### config.mk
export PLATFORM = sky130hd
export DESIGN_NAME = asrc_ctrl
export DESIGN_NICKNAME = d
export VERILOG_FILES = /design/src/asrc_pkg.sv /design/src/asrc_sync.sv /design/src/asrc_ctrl.sv
export SDC_FILE = /design/constraint.sdc
export NUM_CORES = 1
export LEC_CHECK = 0
export BUFFER_PORTS_ARGS = -buffer_cell sky130_fd_sc_hd__buf_2
export CORE_MARGIN = 4
export CORE_UTILIZATION = 51
export CTS_BUF_LIST = sky130_fd_sc_hd__clkbuf_8 sky130_fd_sc_hd__clkbuf_16
export DETAILED_ROUTE_END_ITERATION = 8
export GPL_TIMING_DRIVEN = 0
export PLACE_DENSITY_LB_ADDON = 0.1
export SLEW_MARGIN = 5
export SYNTH_ARGS = -nofsm -noshare
export SYNTH_HDL_FRONTEND = slang
export SYNTH_HIERARCHICAL = 1
export SYNTH_SLANG_ARGS = --single-unit
### constraint.sdc
create_clock -name clk_in -period 2.4 [get_ports clk_in]
set_clock_uncertainty 0.2 [all_clocks]
set_input_delay 0.12 -clock clk_in [delete_from_list [all_inputs] [get_ports clk_in]]
set_output_delay 0.12 -clock clk_in [all_outputs]
set_load 0.01 [all_outputs]
### src/asrc_pkg.sv
// Purpose: Constants for the asynchronous SRAM host controller
// Assumes: 25 MHz controller clock
// Notes: Times in ns or us, cycle counts derived from them
package asrc_pkg;
    localparam int CLK_PERIOD_NS = 40;
    localparam int ADDR_W = 17;
    localparam int DATA_W = 8;
    localparam int MEM_WORDS = 131072;
    // Read timing
    localparam int ADDR_ACCESS_TIME_NS = 10;
    localparam int SELECT_ACCESS_TIME_NS = 10;
    localparam int DRIVE_ENABLE_ACCESS_TIME_NS = 5;
    localparam int READ_CYCLE_NS = 10;
    // Write timing
    localparam int WRITE_CYCLE_NS = 10;
    localparam int ADDR_VALID_BEFORE_WRITE_END_NS = 8;
    localparam int ADDR_HOLD_AFTER_WRITE_NS = 0;
    localparam int DATA_SETUP_NS = 5;
    localparam int DESELECT_SLEEP_TIME_NS = 10;
    // Power up
    localparam int SUPPLY_TO_FIRST_ACCESS_US = 100;
    // Least times rounded up to whole cycles, at least one
    localparam int RD_ACC_NS = (SELECT_ACCESS_TIME_NS > ADDR_ACCESS_TIME_NS) ?
        SELECT_ACCESS_TIME_NS : ADDR_ACCESS_TIME_NS;
    localparam int RD_CYC_RAW = (RD_ACC_NS + CLK_PERIOD_NS - 1) / CLK_PERIOD_NS;
    localparam int RD_CYC = (RD_CYC_RAW < 1) ? 1 : RD_CYC_RAW;
    localparam int WR_CYC_RAW =
        (ADDR_VALID_BEFORE_WRITE_END_NS + CLK_PERIOD_NS - 1) / CLK_PERIOD_NS;
    localparam int WR_CYC = (WR_CYC_RAW < 1) ? 1 : WR_CYC_RAW;
    localparam int PWRUP_CYC = (SUPPLY_TO_FIRST_ACCESS_US * 1000 + CLK_PERIOD_NS - 1)
        / CLK_PERIOD_NS;
    localparam int CNT_W = 16;
    localparam logic [DATA_W-1:0] DATA_RST = 8'h00;
    localparam logic [ADDR_W-1:0] ADDR_RST = 17'h00000;
endpackage

### src/asrc_sync.sv
// Purpose: Three-flop input synchroniser with agreement filter, per bit
// Assumes: Asynchronous inputs
// Notes: Output changes once the second and third stages agree
`timescale 1ns/1ps
module asrc_sync #(
    parameter int WIDTH = 8
) (
    // Clock and control
    input wire logic clk_in,
    input wire logic srst_in,
    input wire logic ce_in,
    // Data
    input wire logic [WIDTH-1:0] async_in,
    output logic [WIDTH-1:0] sync_out
);
    genvar i;
    generate
        for (i = 0; i < WIDTH; i++)
        begin : g_bit
            logic s1_q;
            logic s2_q;
            logic s3_q;
            logic o_q;
            always_ff @(posedge clk_in)
            begin
                if (srst_in)
                begin
                    s1_q <= 1'b0;
                    s2_q <= 1'b0;
                    s3_q <= 1'b0;
                    o_q <= 1'b0;
                end
                else if (ce_in)
                begin
                    s1_q <= async_in[i];
                    s2_q <= s1_q;
                    s3_q <= s2_q;
                    if (s2_q == s3_q)
                    begin
                        o_q <= s3_q;
                    end
                end
            end
            assign sync_out[i] = o_q;
        end
    endgenerate
endmodule

### src/asrc_ctrl.sv
// Purpose: Host controller that sequences reads and writes to an async 128K x 8 SRAM
// Assumes: 25 MHz clock, one outstanding request, pins driven from flip-flops
// Notes: Strobe phases last whole clock periods; data_pins input is synchronised
// Notes on behaviour
// [RL1] Memory holds 131072 bytes addressed by a 17-bit word address.
// [RL2] Chip select and output drive enable are active low; high disables outputs.
// [RL3] Write happens while chip select and write strobe are both low.
// [RL4] Read happens with select and drive enable low, write strobe high.
// [RL5] Memory floats data pins when deselected, disabled or writing.
// [RL6] Deselected memory sleeps by itself; no command is needed.
// [RL7] Memory reaches power-down within 10 ns after chip select rises.
// [RL8] Read data valid within 10 ns of stable address.
// [RL9] Old read data holds at least 3 ns after address change.
// [RL10] Read data valid 10 ns after select falls, 5 ns after enable falls.
// [RL11] Address stable no later than write overlap starts, lead 0 ns.
// [RL12] Write address valid 8 ns before write end, held until it ends.
// [RL13] Wait at least 100 us after power up before first access.
// [RL14] Write interval is overlap of select low and write strobe low.
// [RL15] Simultaneous rise of select and write strobe keeps outputs floating.
// [RL16] Each strobe state lasts whole clock periods, minimums rounded up.
// [RL17] Controller drives data bus only during a write and the one cycle after it ends.
`timescale 1ns/1ps
module asrc_ctrl
    import asrc_pkg::*;
#(
    parameter int PWRUP_CYCLES = PWRUP_CYC
) (
    // Clock, reset, enable
    input wire logic clk_in,
    input wire logic srst_in,
    input wire logic ce_in,
    // User request
    input wire logic req_valid_in,
    input wire logic req_write_in,
    input wire logic [ADDR_W-1:0] req_addr_in,
    input wire logic [DATA_W-1:0] req_wdata_in,
    output logic req_ready_out,
    output logic rsp_valid_out,
    output logic [DATA_W-1:0] rsp_rdata_out,
    // Memory pins
    output logic [ADDR_W-1:0] word_addr_out,
    output logic sel_n_out,
    output logic drv_en_n_out,
    output logic wr_n_out,
    input wire logic [DATA_W-1:0] data_pins_in,
    output logic [DATA_W-1:0] data_pins_out,
    output logic data_pins_oe_out
);
    ////////////////////////////////////////////////////////////////////////////
    typedef enum logic [5:0] {
        ST_PWRUP = 6'h01,
        ST_IDLE = 6'h02,
        ST_RD = 6'h04,
        ST_RD_END = 6'h08,
        ST_WR = 6'h10,
        ST_WR_END = 6'h20
    } asrc_state_t;

    typedef struct packed {
        asrc_state_t st;
        logic [CNT_W-1:0] cnt;
        logic [ADDR_W-1:0] addr;
        logic [DATA_W-1:0] wdata;
        logic [DATA_W-1:0] rdata;
        logic rsp;
        logic sel_n;
        logic drv_n;
        logic wr_n;
        logic oe;
    } asrc_regs_t;

    // Three synchroniser stages plus the agreement register before din_sync moves
    localparam int SYNC_CYC = 4;
    localparam logic [CNT_W-1:0] RD_WAIT = CNT_W'(RD_CYC + SYNC_CYC);
    localparam logic [CNT_W-1:0] WR_WAIT = CNT_W'(WR_CYC);

    asrc_regs_t r_q;
    asrc_regs_t r_d;
    logic [DATA_W-1:0] din_sync;

    ////////////////////////////////////////////////////////////////////////////
    // Read data come from a pin, so they pass the synchroniser
    asrc_sync #(
        .WIDTH(DATA_W)
    ) asrc_sync_inst (
        .clk_in(clk_in),
        .srst_in(srst_in),
        .ce_in(ce_in),
        .async_in(data_pins_in),
        .sync_out(din_sync)
    );

    ////////////////////////////////////////////////////////////////////////////
    always_comb
    begin
        r_d = r_q;
        r_d.rsp = 1'b0;
        unique case (r_q.st)
            ST_PWRUP:
            begin
                // Hold off every access until the supply settle time passes
                if (r_q.cnt == CNT_W'(PWRUP_CYCLES - 1)) // RL13
                begin
                    r_d.st = ST_IDLE;
                    r_d.cnt = '0;
                end
                else
                begin
                    r_d.cnt = r_q.cnt + 1'b1;
                end
            end
            ST_IDLE:
            begin
                if (req_valid_in)
                begin
                    // Address set with strobes in same edge: 0 ns lead
                    r_d.addr = req_addr_in; // RL1 RL11
                    r_d.wdata = req_wdata_in;
                    r_d.cnt = '0;
                    r_d.sel_n = 1'b0;
                    if (req_write_in)
                    begin
                        r_d.st = ST_WR;
                        r_d.wr_n = 1'b0; // RL3 RL14
                        r_d.drv_n = 1'b1;
                        r_d.oe = 1'b1;
                    end
                    else
                    begin
                        r_d.st = ST_RD;
                        r_d.drv_n = 1'b0; // RL2 RL4
                        r_d.wr_n = 1'b1;
                        r_d.oe = 1'b0; // RL17
                    end
                end
            end
            ST_RD:
            begin
                // Wait out access time plus synchroniser depth
                if (r_q.cnt == RD_WAIT - 1'b1) // RL8 RL10 RL16
                begin
                    r_d.rdata = din_sync;
                    r_d.rsp = 1'b1;
                    r_d.sel_n = 1'b1;
                    r_d.drv_n = 1'b1;
                    r_d.st = ST_RD_END;
                end
                else
                begin
                    r_d.cnt = r_q.cnt + 1'b1;
                end
            end
            ST_RD_END:
            begin
                // One idle cycle lets the memory float before any write drive
                r_d.st = ST_IDLE;
            end
            ST_WR:
            begin
                if (r_q.cnt == WR_WAIT - 1'b1) // RL12 RL16
                begin
                    // Both strobes rise together; address and data still held
                    r_d.sel_n = 1'b1; // RL15
                    r_d.wr_n = 1'b1;
                    r_d.rsp = 1'b1;
                    r_d.st = ST_WR_END;
                end
                else
                begin
                    r_d.cnt = r_q.cnt + 1'b1;
                end
            end
            ST_WR_END:
            begin
                // Data released a cycle after the write ends: hold time met
                r_d.oe = 1'b0; // RL17
                r_d.st = ST_IDLE;
            end
        endcase
    end

    always_ff @(posedge clk_in)
    begin
        if (srst_in)
        begin
            r_q.st <= ST_PWRUP;
            r_q.cnt <= '0;
            r_q.addr <= ADDR_RST;
            r_q.wdata <= DATA_RST;
            r_q.rdata <= DATA_RST;
            r_q.rsp <= 1'b0;
            r_q.sel_n <= 1'b1; // RL6 RL7
            r_q.drv_n <= 1'b1;
            r_q.wr_n <= 1'b1;
            r_q.oe <= 1'b0;
        end
        else if (ce_in)
        begin
            r_q <= r_d;
        end
    end

    ////////////////////////////////////////////////////////////////////////////
    assign req_ready_out = (r_q.st == ST_IDLE) && ce_in;
    assign rsp_valid_out = r_q.rsp;
    assign rsp_rdata_out = r_q.rdata;
    assign word_addr_out = r_q.addr;
    assign sel_n_out = r_q.sel_n;
    assign drv_en_n_out = r_q.drv_n;
    assign wr_n_out = r_q.wr_n;
    assign data_pins_out = r_q.wdata;
    assign data_pins_oe_out = r_q.oe;
endmodule

==> impl_metrics.prom <==
# TYPE chip_impl_metric gauge
chip_impl_info{name="outcome",value="completed"} 1
chip_impl_metric{name="die-area",unit="mm2"} 0.0105
chip_impl_metric{name="finalNetCount",unit=""} 674
chip_impl_info{name="hp-class",value="primary input to register"} 1
chip_impl_metric{name="worstPathMaxFanout",unit=""} 7
chip_impl_metric{name="timing.fmax",unit="MHz"} 421
chip_impl_metric{name="drcViolationCount",unit=""} 0
chip_impl_metric{name="critical_path_required",unit="ns"} 2.43
chip_impl_metric{name="synth_async_sr_flop_share",unit="%"} 0
chip_impl_info{name="grt_setup_unrepaired",value="yes"} 1
chip_impl_metric{name="io_buffer_count",unit=""} 75
chip_impl_metric{name="ctsLongestPathBuffers",unit=""} 2
chip_impl_metric{name="post-place-cells",unit=""} 693
chip_impl_info{name="critPathKind",value="register to register"} 1
chip_impl_metric{name="worst_hold_slack",unit="ns"} 0.0539
chip_impl_metric{name="vias_in_the_first_global_route",unit=""} 3790
chip_impl_metric{name="dieHeight",unit="um"} 102
chip_impl_metric{name="clock_latency",unit="ns"} 0.36
chip_impl_metric{name="clk_pin_slew_worst_setup_hold_paths",unit="ns"} 0.10
chip_impl_metric{name="final.period_utilization",unit="%"} 98.9
chip_impl_metric{name="route.vias.total",unit=""} 4105
chip_impl_metric{name="setup_viol_count_final",unit=""} 0
chip_impl_metric{name="post_route_cells_drive_above_1_share",unit="%"} 31.1
chip_impl_metric{name="layout_min_cycle_time",unit="ns"} 2.37
chip_impl_info{name="yosys.area.top_type",value="sky130_fd_sc_hd__dfxtp_1"} 1
chip_impl_metric{name="total_track_usage",unit="%"} 21.7
chip_impl_metric{name="avgRoutedWirePerCell",unit="um"} 15.3
chip_impl_info{name="layout_common_cells",value="84 x sky130_fd_sc_hd__dfxtp_1, 80 x sky130_fd_sc_hd__buf_2, 63 x sky130_fd_sc_hd__nand2_1"} 1
chip_impl_info{name="final_common_cell",value="sky130_fd_sc_hd__dfxtp_1"} 1
chip_impl_metric{name="gr-total-overflow",unit=""} 0
chip_impl_metric{name="htreeDepth",unit=""} 3
chip_impl_metric{name="netlist_area",unit="mm2"} 0.00455
chip_impl_metric{name="grt_start_max_net_pins",unit=""} 19
chip_impl_metric{name="die_w",unit="um"} 102
chip_impl_metric{name="ys_seq_area_share",unit="%"} 40.5
chip_impl_metric{name="data_arrival_at_the_endpoint_of_the_critical_path",unit="ns"} 2.41
chip_impl_info{name="synth.top_cells.by_area",value="sky130_fd_sc_hd__dfxtp_1 40%, sky130_fd_sc_hd__mux2i_1 7.5%, sky130_fd_sc_hd__buf_4 7.1%, sky130_fd_sc_hd__nand2_1 5.2%, sky130_fd_sc_hd__a21oi_1 4.3%"} 1
chip_impl_metric{name="syn-mean-instance-area",unit="um2"} 8.92
chip_impl_metric{name="insertedDiodeCount",unit=""} 0
chip_impl_info{name="end_kind",value="register"} 1
chip_impl_metric{name="finish.cell_count_without_fillers",unit=""} 747
chip_impl_metric{name="peakVddDrop",unit="mV"} 0.385
chip_impl_metric{name="synth_edf_count",unit=""} 0
chip_impl_info{name="worstSetupStartpointType",value="register"} 1
chip_impl_metric{name="synth_largest_type_area_fraction",unit="%"} 40.5
chip_impl_metric{name="final_util",unit="%"} 66.8
chip_impl_metric{name="core",unit="mm2"} 0.00872
chip_impl_metric{name="placement_rows",unit=""} 34
chip_impl_metric{name="gp_congestion",unit=""} 0.881
chip_impl_metric{name="dr.pass1.iters",unit=""} 5
chip_impl_metric{name="syn_to_final_growth",unit="%"} 28.1
chip_impl_metric{name="initial_utilization",unit="%"} 52.2
chip_impl_metric{name="final_max_slew_viol_count",unit=""} 0
chip_impl_metric{name="leakage_power_total",unit="nW"} 2.39
chip_impl_metric{name="dr.first_iter.drc_count",unit=""} 206
chip_impl_metric{name="syn_inst",unit=""} 510
chip_impl_metric{name="synth.net_count",unit=""} 550
chip_impl_metric{name="number_of_antenna_violations_at_the_first_check_in_global_routing",unit=""} 0
chip_impl_info{name="cts_tree",value="built"} 1
chip_impl_metric{name="power_per_cell_area",unit="mW/mm2"} 506
chip_impl_metric{name="finalWirelength",unit="um"} 11400
chip_impl_metric{name="ant_nets",unit=""} 0
chip_impl_metric{name="drt_via_density",unit=""} 5.50
chip_impl_metric{name="grt_first_pass_wirelength",unit="um"} 18200
chip_impl_metric{name="max_cap_violations",unit=""} 0
chip_impl_metric{name="yosysWarnings",unit=""} 6
chip_impl_metric{name="cts-buffers-inserted",unit=""} 9
chip_impl_metric{name="number_of_distinct_library_cells_after_synthesis",unit=""} 63
chip_impl_metric{name="ys_ff_latch",unit=""} 92
chip_impl_info{name="clock_tree.root_cell",value="sky130_fd_sc_hd__clkbuf_8"} 1
chip_impl_metric{name="tritoncts_num_sinks",unit=""} 92
chip_impl_metric{name="max_slew.worst_pin.slew",unit="ns"} 0.800
chip_impl_metric{name="timing.slew.headroom",unit="%"} 46.7
chip_impl_metric{name="io_pins",unit=""} 77
chip_impl_metric{name="detailedPlacementHpwl",unit="um"} 7490
chip_impl_metric{name="final_hold_viol_count",unit=""} 0
chip_impl_info{name="dominantRegCellSynth",value="sky130_fd_sc_hd__dfxtp_1"} 1
==> what timing repair did <==
action,in CTS,in global routing
hold endpoints to repair,49,0
buffers inserted,0,3
endpoints found under the setup margin,43,49
pin swaps,1,5
hold buffers,38,0
gates resized for setup,13,30
gates cloned,0,1
==> power breakdown <==
group / switching (mW) / internal [mW]
clock network: 0.608 / 0.402
logic: 0.185 / 0.174
registers: 0.0273 / 1.55
total: 0.820 / 2.13
==> registers in the layout, summed over array words and instances, names as in the netlist, 8 cells and up <==
signal                     count
asrc_sync_inst/g_bit.s1_q      8
rsp_rdata_out                  8
r_q                           22
data_pins_out                  8
asrc_sync_inst/g_bit.s2_q      8
word_addr_out                 17
asrc_sync_inst/g_bit.o_q       8
asrc_sync_inst/g_bit.s3_q      8
==> critical path: stages (launching register included) <==
cell	delay [ns]
sky130_fd_sc_hd__dfxtp_4	0.37
sky130_fd_sc_hd__or4_4	0.53
sky130_fd_sc_hd__buf_6	0.16
sky130_fd_sc_hd__nand2b_4	0.15
sky130_fd_sc_hd__or4_4	0.45
sky130_fd_sc_hd__buf_6	0.16
sky130_fd_sc_hd__a31oi_1	0.17
sky130_fd_sc_hd__a211oi_1	0.07
==> cells in the mapped netlist, types with 3 or more instances <==
master and count:
sky130_fd_sc_hd__nor3_1 8, sky130_fd_sc_hd__nand4_1 11, sky130_fd_sc_hd__o32ai_2 8, sky130_fd_sc_hd__dfxtp_1 92
sky130_fd_sc_hd__o21ai_0 4, sky130_fd_sc_hd__a21oi_1 39, sky130_fd_sc_hd__buf_2 8, sky130_fd_sc_hd__nand2b_1 11
sky130_fd_sc_hd__nor2b_4 8, sky130_fd_sc_hd__or4_1 4, sky130_fd_sc_hd__o21ai_1 3, sky130_fd_sc_hd__nor4b_1 4
sky130_fd_sc_hd__nor2_1 43, sky130_fd_sc_hd__mux2i_1 34, sky130_fd_sc_hd__nor4_1 5, sky130_fd_sc_hd__nand3_1 5
sky130_fd_sc_hd__o211ai_1 8, sky130_fd_sc_hd__and3_1 3, sky130_fd_sc_hd__nand2_1 63, sky130_fd_sc_hd__buf_6 4
sky130_fd_sc_hd__nor2b_1 4, sky130_fd_sc_hd__inv_1 16, sky130_fd_sc_hd__o221ai_1 3, sky130_fd_sc_hd__buf_4 43
sky130_fd_sc_hd__o21a_1 5, sky130_fd_sc_hd__clkbuf_1 18, sky130_fd_sc_hd__a32o_1 6, sky130_fd_sc_hd__or3_1 3
sky130_fd_sc_hd__o41ai_1 4, sky130_fd_sc_hd__a211o_1 3
==> logic make-up (layout without fill, tap and decap cells) <==
| family | count (synthesis) | after routing | synth area share [%] |
|---|---|---|---|
| XOR/XNOR | 1 | 1 | 0.193 |
| multiplexers | 35 | 35 | 7.73 |
| AND/OR/NAND/NOR | 187 | 187 | 22.1 |
| adder cells (fa/ha/maj) | 2 | 2 | 0.550 |
| AO/OA/AOI/OAI | 102 | 102 | 17.0 |
| flip-flops | 92 | 92 | 40.5 |
| buffers and inverters | 91 | 220 | 11.9 |
==> stage by stage <==
stage	worst slack (ns)	power [mW]	cell area, um2	setup TNS, ns
after detailed placement	-0.200	1.88	5060	-1.83
after floorplan	0.154	1.79	4550	0
after CTS	0.00137	2.94	5690	0
after global placement	-0.186	1.88	5060	-2.30
after global routing	-0.0254	3.09	5830	-0.144
final	0.0254	2.95	5830	0
==> layer usage <==
layer | track usage [%] | wire, um | up-vias
li1 | - | - | 2013
met1 | 28.0 | 4990 | 1946
met2 | 36.2 | 5590 | 133
met3 | 6.14 | 684 | 13
met4 | 4.94 | 132 | 0
met5 | 0 | 0 | -
==> layout make-up <==
| cell class | instances | area, um2 |
|---|---|---|
| fill | 751 | 2890 |
| multi-input combinational | 327 | 2300 |
| sequential | 92 | 1860 |
| timing repair buffer | 117 | 796 |
| buffer | 69 | 484 |
| tap | 108 | 135 |
| clock buffer | 9 | 124 |
| clock inverter | 7 | 68.8 |
| inverter | 18 | 67.6 |
==> path summary, 6_finish.rpt <==
path / start / end / slack [ns] / cells after the start
max: r_q[54]$_SDFFE_PP1P_ / r_q[46]$_SDFFE_PP0P_ / 0.03 / 7
min: ce_in / rsp_valid_out$_SDFFE_PP0P_ / 0.05 / 3
max reg2reg: r_q[54]$_SDFFE_PP1P_ / r_q[46]$_SDFFE_PP0P_ / 0.03 / 7
min reg2reg: data_pins_out[1]$_SDFFE_PP0P_ / data_pins_out[1]$_SDFFE_PP0P_ / 0.26 / 2
Power figures use the tool's default switching activity.
